**config.mk**
```make
export PLATFORM = sky130hd
export DESIGN_NAME = csm_sense_ctrl
export DESIGN_NICKNAME = d
export VERILOG_FILES = /design/src/verilog/csm_sense_ctrl.v
export VERILOG_INCLUDE_DIRS = /design/src /design/src/verilog
export SDC_FILE = /design/constraint.sdc
export NUM_CORES = 1
export LEC_CHECK = 0
export BUFFER_PORTS_ARGS = -buffer_cell sky130_fd_sc_hd__buf_2
export CAP_MARGIN = 15
export CORE_MARGIN = 2
export CORE_UTILIZATION = 54
export DETAILED_ROUTE_END_ITERATION = 10
export PLACE_DENSITY = 0.8
export SYNTH_ARGS = -nofsm -noshare
export SYNTH_HDL_FRONTEND = slang
export SYNTH_SLANG_ARGS = --single-unit
```
**constraint.sdc**
```tcl
create_clock -name aclk -period 1.95 [get_ports aclk]
set_input_delay 0.2925 -clock aclk [delete_from_list [all_inputs] [get_ports aclk]]
set_output_delay 0.2925 -clock aclk [all_outputs]
set_load 0.02 [all_outputs]
```
**src/verilog/csm_map.vh**
```
`ifndef CSM_MAP_VH
`define CSM_MAP_VH

// ****************************************************
// Register byte offsets
// ****************************************************
`define CSM_SENSE_CONTROL_REG 8'h00
`define CSM_FIRST_TIMER_OPTION_REG 8'h04
`define CSM_SECOND_TIMER_CONTROL_REG 8'h08
`define CSM_FIRST_TIMER_COUNT_REG 8'h0c
`define CSM_SECOND_TIMER_COUNT_REG 8'h10
`define CSM_STATUS_REG 8'h14

// ****************************************************
// Field positions
// ****************************************************
`define CSM_CTL_ENABLE 7
`define CSM_CTL_RANGE 6
`define CSM_CTL_POWER_HI 3
`define CSM_CTL_POWER_LO 2
`define CSM_CTL_OSC_OUT 1
`define CSM_CTL_FT_SENSE_SEL 0
`define CSM_OPT_FT_CLOCK_SOURCE 0
`define CSM_T2_SOURCE_HI 7
`define CSM_T2_SOURCE_LO 6
`define CSM_T2_GATE_ENABLE 1
`define CSM_T2_ON 0

// ****************************************************
// Encodings and reset values
// ****************************************************
`define CSM_T2_SOURCE_OSC 2'h3
`define CSM_T2_SOURCE_SYSCLK 2'h0
`define CSM_MODE_LOW_OFF 3'h0
`define CSM_MODE_NOISE 3'h4
`define CSM_RESP_OKAY 2'h0
`define CSM_RESP_DECERR 2'h3
`define CSM_RESET_BYTE 8'h00

`endif

```
**src/verilog/csm_sense_ctrl.v**
```verilog
`timescale 1ns/100ps
`default_nettype none
`include "csm_map.vh"
// How it works
// - Range select clear picks the fixed internal thresholds, set picks the variable reference thresholds.
// - In the low range the power level gives off, low, medium or high current for 00, 01, 10, 11.
// - In the high range power level 00 is noise detection with pin current off, others are low, medium, high.
// - In noise detection the comparator keeps running so pin noise still produces count edges.
// - The oscillator output clocks the selected timer, so its count over the time base gives frequency.
// - First timer sense select set with its clock source bit clear makes the oscillator clock the first timer.
// - Second timer clock source 11 makes the oscillator clock the second timer.
// - Second timer is off when its on bit is 0, free runs with gate enable 0, and is gated with both set.
// - The oscillator keeps running during sleep while the module is enabled and not in off mode.
// - The first timer does not count during sleep.
module csm_sense_ctrl #(
  parameter FT_WIDTH = 8,
  parameter ST_WIDTH = 16
) (
  input wire aclk,
  input wire aresetn,
  input wire [7:0] s_axi_awaddr,
  input wire s_axi_awvalid,
  output wire s_axi_awready,
  input wire [31:0] s_axi_wdata,
  input wire [3:0] s_axi_wstrb,
  input wire s_axi_wvalid,
  output wire s_axi_wready,
  output reg [1:0] s_axi_bresp,
  output reg s_axi_bvalid,
  input wire s_axi_bready,
  input wire [7:0] s_axi_araddr,
  input wire s_axi_arvalid,
  output wire s_axi_arready,
  output reg [31:0] s_axi_rdata,
  output reg [1:0] s_axi_rresp,
  output reg s_axi_rvalid,
  input wire s_axi_rready,
  input wire osc_comparator_in,
  input wire second_timer_gate_in,
  input wire sleep_active,
  output reg variable_ref_sel,
  output reg [1:0] current_level,
  output reg pin_current_enable,
  output reg osc_enable,
  output reg noise_detect_active
);

  // ****************************************************
  // Helpers
  // ****************************************************

  // Byte lane merge under a strobe
  function [7:0] csm_merge;
    input [7:0] old_byte;
    input [7:0] new_byte;
    input strobe;
    begin
      csm_merge = strobe ? new_byte : old_byte;
    end
  endfunction

  // Mode drives pin current unless off or noise detection
  function csm_drives_pin;
    input [2:0] mode;
    begin
      csm_drives_pin = (mode != `CSM_MODE_LOW_OFF) && (mode != `CSM_MODE_NOISE);
    end
  endfunction

  // ****************************************************
  // Control state
  // ****************************************************
  reg sense_module_enable;
  reg range_select;
  reg [1:0] power_level;
  reg first_timer_sense_clock_sel;
  reg first_timer_clock_source;
  reg [1:0] second_timer_clock_source;
  reg second_timer_gate_enable;
  reg second_timer_on;
  reg [FT_WIDTH-1:0] first_timer_count;
  reg [ST_WIDTH-1:0] second_timer_count;

  // Synchronisers for pin inputs
  reg osc_meta;
  reg osc_sync;
  reg osc_prev;
  reg gate_meta;
  reg gate_sync;

  // Mode code is range bit above power level
  wire [2:0] mode = {range_select, power_level};
  // Oscillator runs while enabled and not in off mode, sleep or not
  wire osc_live = sense_module_enable && (mode != `CSM_MODE_LOW_OFF);
  // Static output when off, one count edge per comparator rise otherwise
  wire osc_out = osc_live & osc_sync;
  wire osc_edge = osc_live & osc_sync & ~osc_prev;

  // ****************************************************
  // Analog control outputs
  // ****************************************************

  // Decode range and power into the analog controls
  always @(posedge aclk) begin
    if (!aresetn) begin
      variable_ref_sel <= 1'b0;
      current_level <= 2'h0;
      pin_current_enable <= 1'b0;
      osc_enable <= 1'b0;
      noise_detect_active <= 1'b0;
    end else begin
      variable_ref_sel <= range_select;
      current_level <= power_level;
      pin_current_enable <= sense_module_enable && csm_drives_pin(mode);
      osc_enable <= osc_live;
      noise_detect_active <= sense_module_enable && (mode == `CSM_MODE_NOISE);
    end
  end

  // Two flops on each pin, plus edge history
  always @(posedge aclk) begin
    if (!aresetn) begin
      osc_meta <= 1'b0;
      osc_sync <= 1'b0;
      osc_prev <= 1'b0;
      gate_meta <= 1'b0;
      gate_sync <= 1'b0;
    end else begin
      osc_meta <= osc_comparator_in;
      osc_sync <= osc_meta;
      osc_prev <= osc_sync;
      gate_meta <= second_timer_gate_in;
      gate_sync <= gate_meta;
    end
  end

  // ****************************************************
  // Timer count enables
  // ****************************************************
  wire ft_from_osc = first_timer_sense_clock_sel && !first_timer_clock_source;
  wire ft_from_sys = !first_timer_sense_clock_sel && !first_timer_clock_source;
  wire ft_tick = !sleep_active && (ft_from_osc ? osc_edge : ft_from_sys);
  wire st_run = second_timer_on && (!second_timer_gate_enable || gate_sync);
  wire st_from_osc = (second_timer_clock_source == `CSM_T2_SOURCE_OSC);
  wire st_from_sys = (second_timer_clock_source == `CSM_T2_SOURCE_SYSCLK);
  wire st_tick = st_run && (st_from_osc ? osc_edge : st_from_sys);

  // ****************************************************
  // AXI4-Lite write channel
  // ****************************************************
  reg aw_held;
  reg w_held;
  reg [7:0] aw_addr;
  reg [31:0] w_data;
  reg [3:0] w_strb;

  assign s_axi_awready = !aw_held && !s_axi_bvalid;
  assign s_axi_wready = !w_held && !s_axi_bvalid;
  wire do_write = aw_held && w_held && !s_axi_bvalid;
  wire wr_hit = (aw_addr == `CSM_SENSE_CONTROL_REG) || (aw_addr == `CSM_FIRST_TIMER_OPTION_REG) ||
    (aw_addr == `CSM_SECOND_TIMER_CONTROL_REG) || (aw_addr == `CSM_FIRST_TIMER_COUNT_REG) ||
    (aw_addr == `CSM_SECOND_TIMER_COUNT_REG) || (aw_addr == `CSM_STATUS_REG);

  // Latch address and data in either order, answer after both
  always @(posedge aclk) begin
    if (!aresetn) begin
      aw_held <= 1'b0;
      w_held <= 1'b0;
      aw_addr <= 8'h00;
      w_data <= 32'h00000000;
      w_strb <= 4'h0;
      s_axi_bvalid <= 1'b0;
      s_axi_bresp <= `CSM_RESP_OKAY;
    end else begin
      if (s_axi_awvalid && s_axi_awready) begin
        aw_held <= 1'b1;
        aw_addr <= {s_axi_awaddr[7:2], 2'h0};
      end
      if (s_axi_wvalid && s_axi_wready) begin
        w_held <= 1'b1;
        w_data <= s_axi_wdata;
        w_strb <= s_axi_wstrb;
      end
      if (do_write) begin
        aw_held <= 1'b0;
        w_held <= 1'b0;
        s_axi_bvalid <= 1'b1;
        s_axi_bresp <= wr_hit ? `CSM_RESP_OKAY : `CSM_RESP_DECERR;
      end else if (s_axi_bvalid && s_axi_bready) begin
        s_axi_bvalid <= 1'b0;
      end
    end
  end

  // Byte images of the registers after a write
  wire [7:0] ctl_byte = csm_merge({sense_module_enable, range_select, 2'h0, power_level, 1'b0,
    first_timer_sense_clock_sel}, w_data[7:0], w_strb[0]);
  wire [7:0] opt_byte = csm_merge({7'h00, first_timer_clock_source}, w_data[7:0], w_strb[0]);
  wire [7:0] st_ctl_byte = csm_merge({second_timer_clock_source, 4'h0, second_timer_gate_enable,
    second_timer_on}, w_data[7:0], w_strb[0]);
  wire [31:0] ft_wide = {{(32-FT_WIDTH){1'b0}}, first_timer_count};
  wire [31:0] st_wide = {{(32-ST_WIDTH){1'b0}}, second_timer_count};
  wire [31:0] ft_new = {csm_merge(ft_wide[31:24], w_data[31:24], w_strb[3]),
    csm_merge(ft_wide[23:16], w_data[23:16], w_strb[2]),
    csm_merge(ft_wide[15:8], w_data[15:8], w_strb[1]),
    csm_merge(ft_wide[7:0], w_data[7:0], w_strb[0])};
  wire [31:0] st_new = {csm_merge(st_wide[31:24], w_data[31:24], w_strb[3]),
    csm_merge(st_wide[23:16], w_data[23:16], w_strb[2]),
    csm_merge(st_wide[15:8], w_data[15:8], w_strb[1]),
    csm_merge(st_wide[7:0], w_data[7:0], w_strb[0])};

  // Control registers and timers; a software write beats a count tick
  always @(posedge aclk) begin
    if (!aresetn) begin
      sense_module_enable <= 1'b0;
      range_select <= 1'b0;
      power_level <= 2'h0;
      first_timer_sense_clock_sel <= 1'b0;
      first_timer_clock_source <= 1'b0;
      second_timer_clock_source <= 2'h0;
      second_timer_gate_enable <= 1'b0;
      second_timer_on <= 1'b0;
      first_timer_count <= {FT_WIDTH{1'b0}};
      second_timer_count <= {ST_WIDTH{1'b0}};
    end else begin
      if (ft_tick) begin
        first_timer_count <= first_timer_count + {{(FT_WIDTH-1){1'b0}}, 1'b1};
      end
      if (st_tick) begin
        second_timer_count <= second_timer_count + {{(ST_WIDTH-1){1'b0}}, 1'b1};
      end
      if (do_write) begin
        case (aw_addr)
          `CSM_SENSE_CONTROL_REG: begin
            sense_module_enable <= ctl_byte[`CSM_CTL_ENABLE];
            range_select <= ctl_byte[`CSM_CTL_RANGE];
            power_level <= ctl_byte[`CSM_CTL_POWER_HI:`CSM_CTL_POWER_LO];
            first_timer_sense_clock_sel <= ctl_byte[`CSM_CTL_FT_SENSE_SEL];
          end
          `CSM_FIRST_TIMER_OPTION_REG: begin
            first_timer_clock_source <= opt_byte[`CSM_OPT_FT_CLOCK_SOURCE];
          end
          `CSM_SECOND_TIMER_CONTROL_REG: begin
            second_timer_clock_source <= st_ctl_byte[`CSM_T2_SOURCE_HI:`CSM_T2_SOURCE_LO];
            second_timer_gate_enable <= st_ctl_byte[`CSM_T2_GATE_ENABLE];
            second_timer_on <= st_ctl_byte[`CSM_T2_ON];
          end
          `CSM_FIRST_TIMER_COUNT_REG: begin
            first_timer_count <= ft_new[FT_WIDTH-1:0];
          end
          `CSM_SECOND_TIMER_COUNT_REG: begin
            second_timer_count <= st_new[ST_WIDTH-1:0];
          end
          default: begin
          end
        endcase
      end
    end
  end

  // ****************************************************
  // AXI4-Lite read channel
  // ****************************************************
  assign s_axi_arready = !s_axi_rvalid;

  // Read data mux with decode error for holes
  reg [31:0] rd_word;
  reg rd_hit;
  always @* begin
    rd_word = 32'h00000000;
    rd_hit = 1'b1;
    case ({s_axi_araddr[7:2], 2'h0})
      `CSM_SENSE_CONTROL_REG: rd_word = {24'h000000, sense_module_enable, range_select, 2'h0,
        power_level, osc_out, first_timer_sense_clock_sel};
      `CSM_FIRST_TIMER_OPTION_REG: rd_word = {31'h00000000, first_timer_clock_source};
      `CSM_SECOND_TIMER_CONTROL_REG: rd_word = {24'h000000, second_timer_clock_source, 4'h0,
        second_timer_gate_enable, second_timer_on};
      `CSM_FIRST_TIMER_COUNT_REG: rd_word = ft_wide;
      `CSM_SECOND_TIMER_COUNT_REG: rd_word = st_wide;
      `CSM_STATUS_REG: rd_word = {24'h000000, 1'b0, gate_sync, osc_live, osc_out, 1'b0, mode};
      default: rd_hit = 1'b0;
    endcase
  end

  // Registered read answer, one cycle after the address
  always @(posedge aclk) begin
    if (!aresetn) begin
      s_axi_rvalid <= 1'b0;
      s_axi_rdata <= 32'h00000000;
      s_axi_rresp <= `CSM_RESP_OKAY;
    end else if (s_axi_arvalid && s_axi_arready) begin
      s_axi_rvalid <= 1'b1;
      s_axi_rdata <= rd_word;
      s_axi_rresp <= rd_hit ? `CSM_RESP_OKAY : `CSM_RESP_DECERR;
    end else if (s_axi_rvalid && s_axi_rready) begin
      s_axi_rvalid <= 1'b0;
    end
  end

endmodule
`default_nettype wire

```
==> out/qor.csv <==
metric,value,unit
outcome,"finished, final reports clean",
CP cell instances,ha_1 > nand3_1 > buf_4 > nor4_1 > nand4_1 > mux2i_1 > o21a_1,
"commonest cells after routing, fill and taps aside","dfxtp_1, nand2_1, buf_2",
final wirelength,11300,um
worst reg2reg endpoint,second_timer_count[14]$_SDFFE_PN0P_,
total congestion overflow,0,
CTS Sinks,91,
Top Metal Used,met4,
fmax,544,MHz
"leading cell type in the layout, fill and taps excluded",dfxtp_1,
Post-Syn Instances,520,
area grow syn2layout,18.2,%
slowest CP cell,dfxtp_1,
"Reg clk slew, reported paths",0.09,ns
Detailed Route Iter0 Violations,339,
"Hold-fix buffers, CTS",0,
Hold Crit Depth,2,
Total GRT Usage,25.7,%
Num CTS Buffers,9,
met3 wire length,816,um
I/O Buffers,70,
crit-path max cell delay,0.41,ns
vias in the first global route,3741,
"Slew Viols, Final",0,
Worst Path Max Fanout,5,
Final period util,94.4,%
Clock Skews,0.00868,ns
final hold violation count,0,
register area share after synthesis,40.4,%
WS Path Type,reg2reg,
"FFs w/ async S/R, synth",0,%
CP startpoint kind,flip-flop,
hold path startpoint,s_axi_rready,
PwrDens,718,mW/mm2
Clock Path Buffers,2,
CTS tree,done,
# fillers,721,
Final Util,65.5,%
Die ar.,0.00909,mm2
Tmin final,1.84,ns
Hold EP,s_axi_rvalid$_SDFFE_PN0P_,
vias post-DR,4173,
Static Leak,2.10,nW
Least-Margin Pin Slew,0.596,ns
gp weighted congestion,0.977,
Max Cap Viol,0,
Core Area,0.00813,mm2
"IR drop worst, VDD",0.000401,V
Chip Width,95.4,um
DRC,0,
# nets final,673,
largest net degree at the start of global routing,29,
initial cell density of the core,55.4,%
reg2reg setup slack,0.11,ns
FF-to-FF path depth,7,
yosys synthesis warning count,0,
row cnt,33,
number of synthesized flops with an enable pin,0,
Clock Latency Late Sink,0.36,ns
drt first pass iters,5,
Avg Vias per Cell,5.80,
post-route ant nets,0,
DR WL/cell,15.6,um
Met1 Wirelength,4980,um
first-pass GRT wire length,18200,um
initial antenna violation count,0,
Worst Path Arrival,2.10,ns
Final Instance Area,0.00533,mm2
worst path required time,2.21,ns
met2 wire len,5330,um
count of cell types in the netlist,75,
HPWL after DPL,8260,um
Yosys reg bits,91,
H-tree depth,3,
Mapped Area,0.00451,mm2
Die Span Y,95.4,um
WP buf/inv,1,
Synth Flop Type,dfxtp_1,
CTS Root Buffer Type,clkbuf_8,
synthesized area per cell,8.67,um2
Slew HR,60.2,%
Ant. Diodes,0,
FF-to-FF Start,second_timer_count[1]$_SDFFE_PN0P_,
Ports,109,
Hold Crit Class,in2reg,
share of cells above drive strength 1,26.4,%
Final setup viols,0,
Post-Place Cell Area,0.00506,mm2
Top Family by Delay on Critical Path,simple AND/OR/NAND/NOR gates,
Worst Setup End Kind,flip-flop,
==> area by class of cell <==
class	count	area [um2]	share of cell area, %
Clock inverter	7	98.8	1.86
Timing Repair Buffer	110	663	12.5
Sequential cell	91	1820	34.3
Tap cell	105	131	2.47
Clock buffer	9	124	2.33
Multi-Input combinational cell	390	2460	46.1
Inverter	7	26.3	0.493
==> power breakdown <==
part	internal, mW	leakage (nW)	switching, mW
logic	0.158	1.25	0.237
clock network	0.733	0.111	0.700
registers	1.92	0.741	0.0738
==> kinds of logic after synthesis <==
family	Yosys count	share of synthesized area, %
and+or+nand+nor	220	26.1
buffers and inverters	54	6.94
AOI/OAI and AO/OA	117	17.8
DFF	91	40.4
xor gates and xnor gates	2	0.389
muxes	33	7.72
adders and majority gates	2	0.555
other	1	0.0832
==> stage by stage <==
| stage | power, mW | std cells | hold slack [ns] | setup TNS [ns] | setup WS (ns) |
|---|---|---|---|---|---|
| floorplan | 2.30 | 535 | 0.392 | 0 | 0.0324 |
| global placement | 2.41 | 702 | 0.416 | 0 | 0.0955 |
| detailed placement | 2.42 | 702 | 0.437 | 0 | 0.0589 |
| CTS | 3.83 | 718 | 0.104 | 0 | 0.0439 |
| global route | 3.96 | 719 | 0.102 | -0.0369 | -0.0369 |
| finish | 3.82 | 719 | 0.112 | 0 | 0.110 |
==> synthesized netlist by cell type, types with 5 or more instances <==
cell type	instances	area, um2
mux2i_1	28	280
buf_4	20	150
nand4_1	8	50.1
a31oi_1	5	31.3
dfxtp_1	91	1820
nand3_1	22	110
nor2_1	38	143
and2_1	11	68.8
nand2_1	75	282
nor3_1	10	50.1
a21oi_1	39	195
nand2b_1	7	43.8
inv_1	7	26.3
nor4_1	5	31.3
clkbuf_1	18	67.6
o21ai_0	20	100
a211oi_1	11	82.6
==> per-layer routing <==
| metal | vias up | GRT usage, % |
|---|---|---|
| met4 | 0 | 8.94 |
| met5 | - | 0 |
| met2 | 196 | 40.7 |
| li1 | 2018 | - |
| met3 | 11 | 4.74 |
| met1 | 1948 | 35.2 |
==> worst max-delay path by stage <==
stage | depth (start not counted) | to | startpoint | slack (ns)
finish | 7 | second_timer_count[14]$_SDFFE_PN0P_ | second_timer_count[1]$_SDFFE_PN0P_ | 0.11
global route | 7 | second_timer_count[14]$_SDFFE_PN0P_ | second_timer_count[1]$_SDFFE_PN0P_ | -0.04
CTS | 5 | first_timer_count[5]$_SDFFE_PN0P_ | aw_addr[7]$_SDFFE_PN0P_ | 0.04
detailed placement | 5 | first_timer_count[5]$_SDFFE_PN0P_ | aw_addr[7]$_SDFFE_PN0P_ | 0.06
global placement | 5 | first_timer_count[5]$_SDFFE_PN0P_ | aw_addr[7]$_SDFFE_PN0P_ | 0.1
floorplan | 8 | second_timer_count[4]$_SDFFE_PN0P_ | s_axi_bvalid$_SDFFE_PN0P_ | 0.03
==> timing repair <==
action,in CTS,in global routing
resized for setup,0,8
setup buffers,0,1
endpoints found under the setup margin,0,13
==> sequential cells by signal, summed over array words and instances (netlist names), 2 cells and up <==
name	flops
aw_addr	6
current_level	2
first_timer_count	8
power_level	2
s_axi_rdata	16
second_timer_clock_source	2
second_timer_count	16
w_data	16
w_strb	2
(Power assumes the default switching activity.)
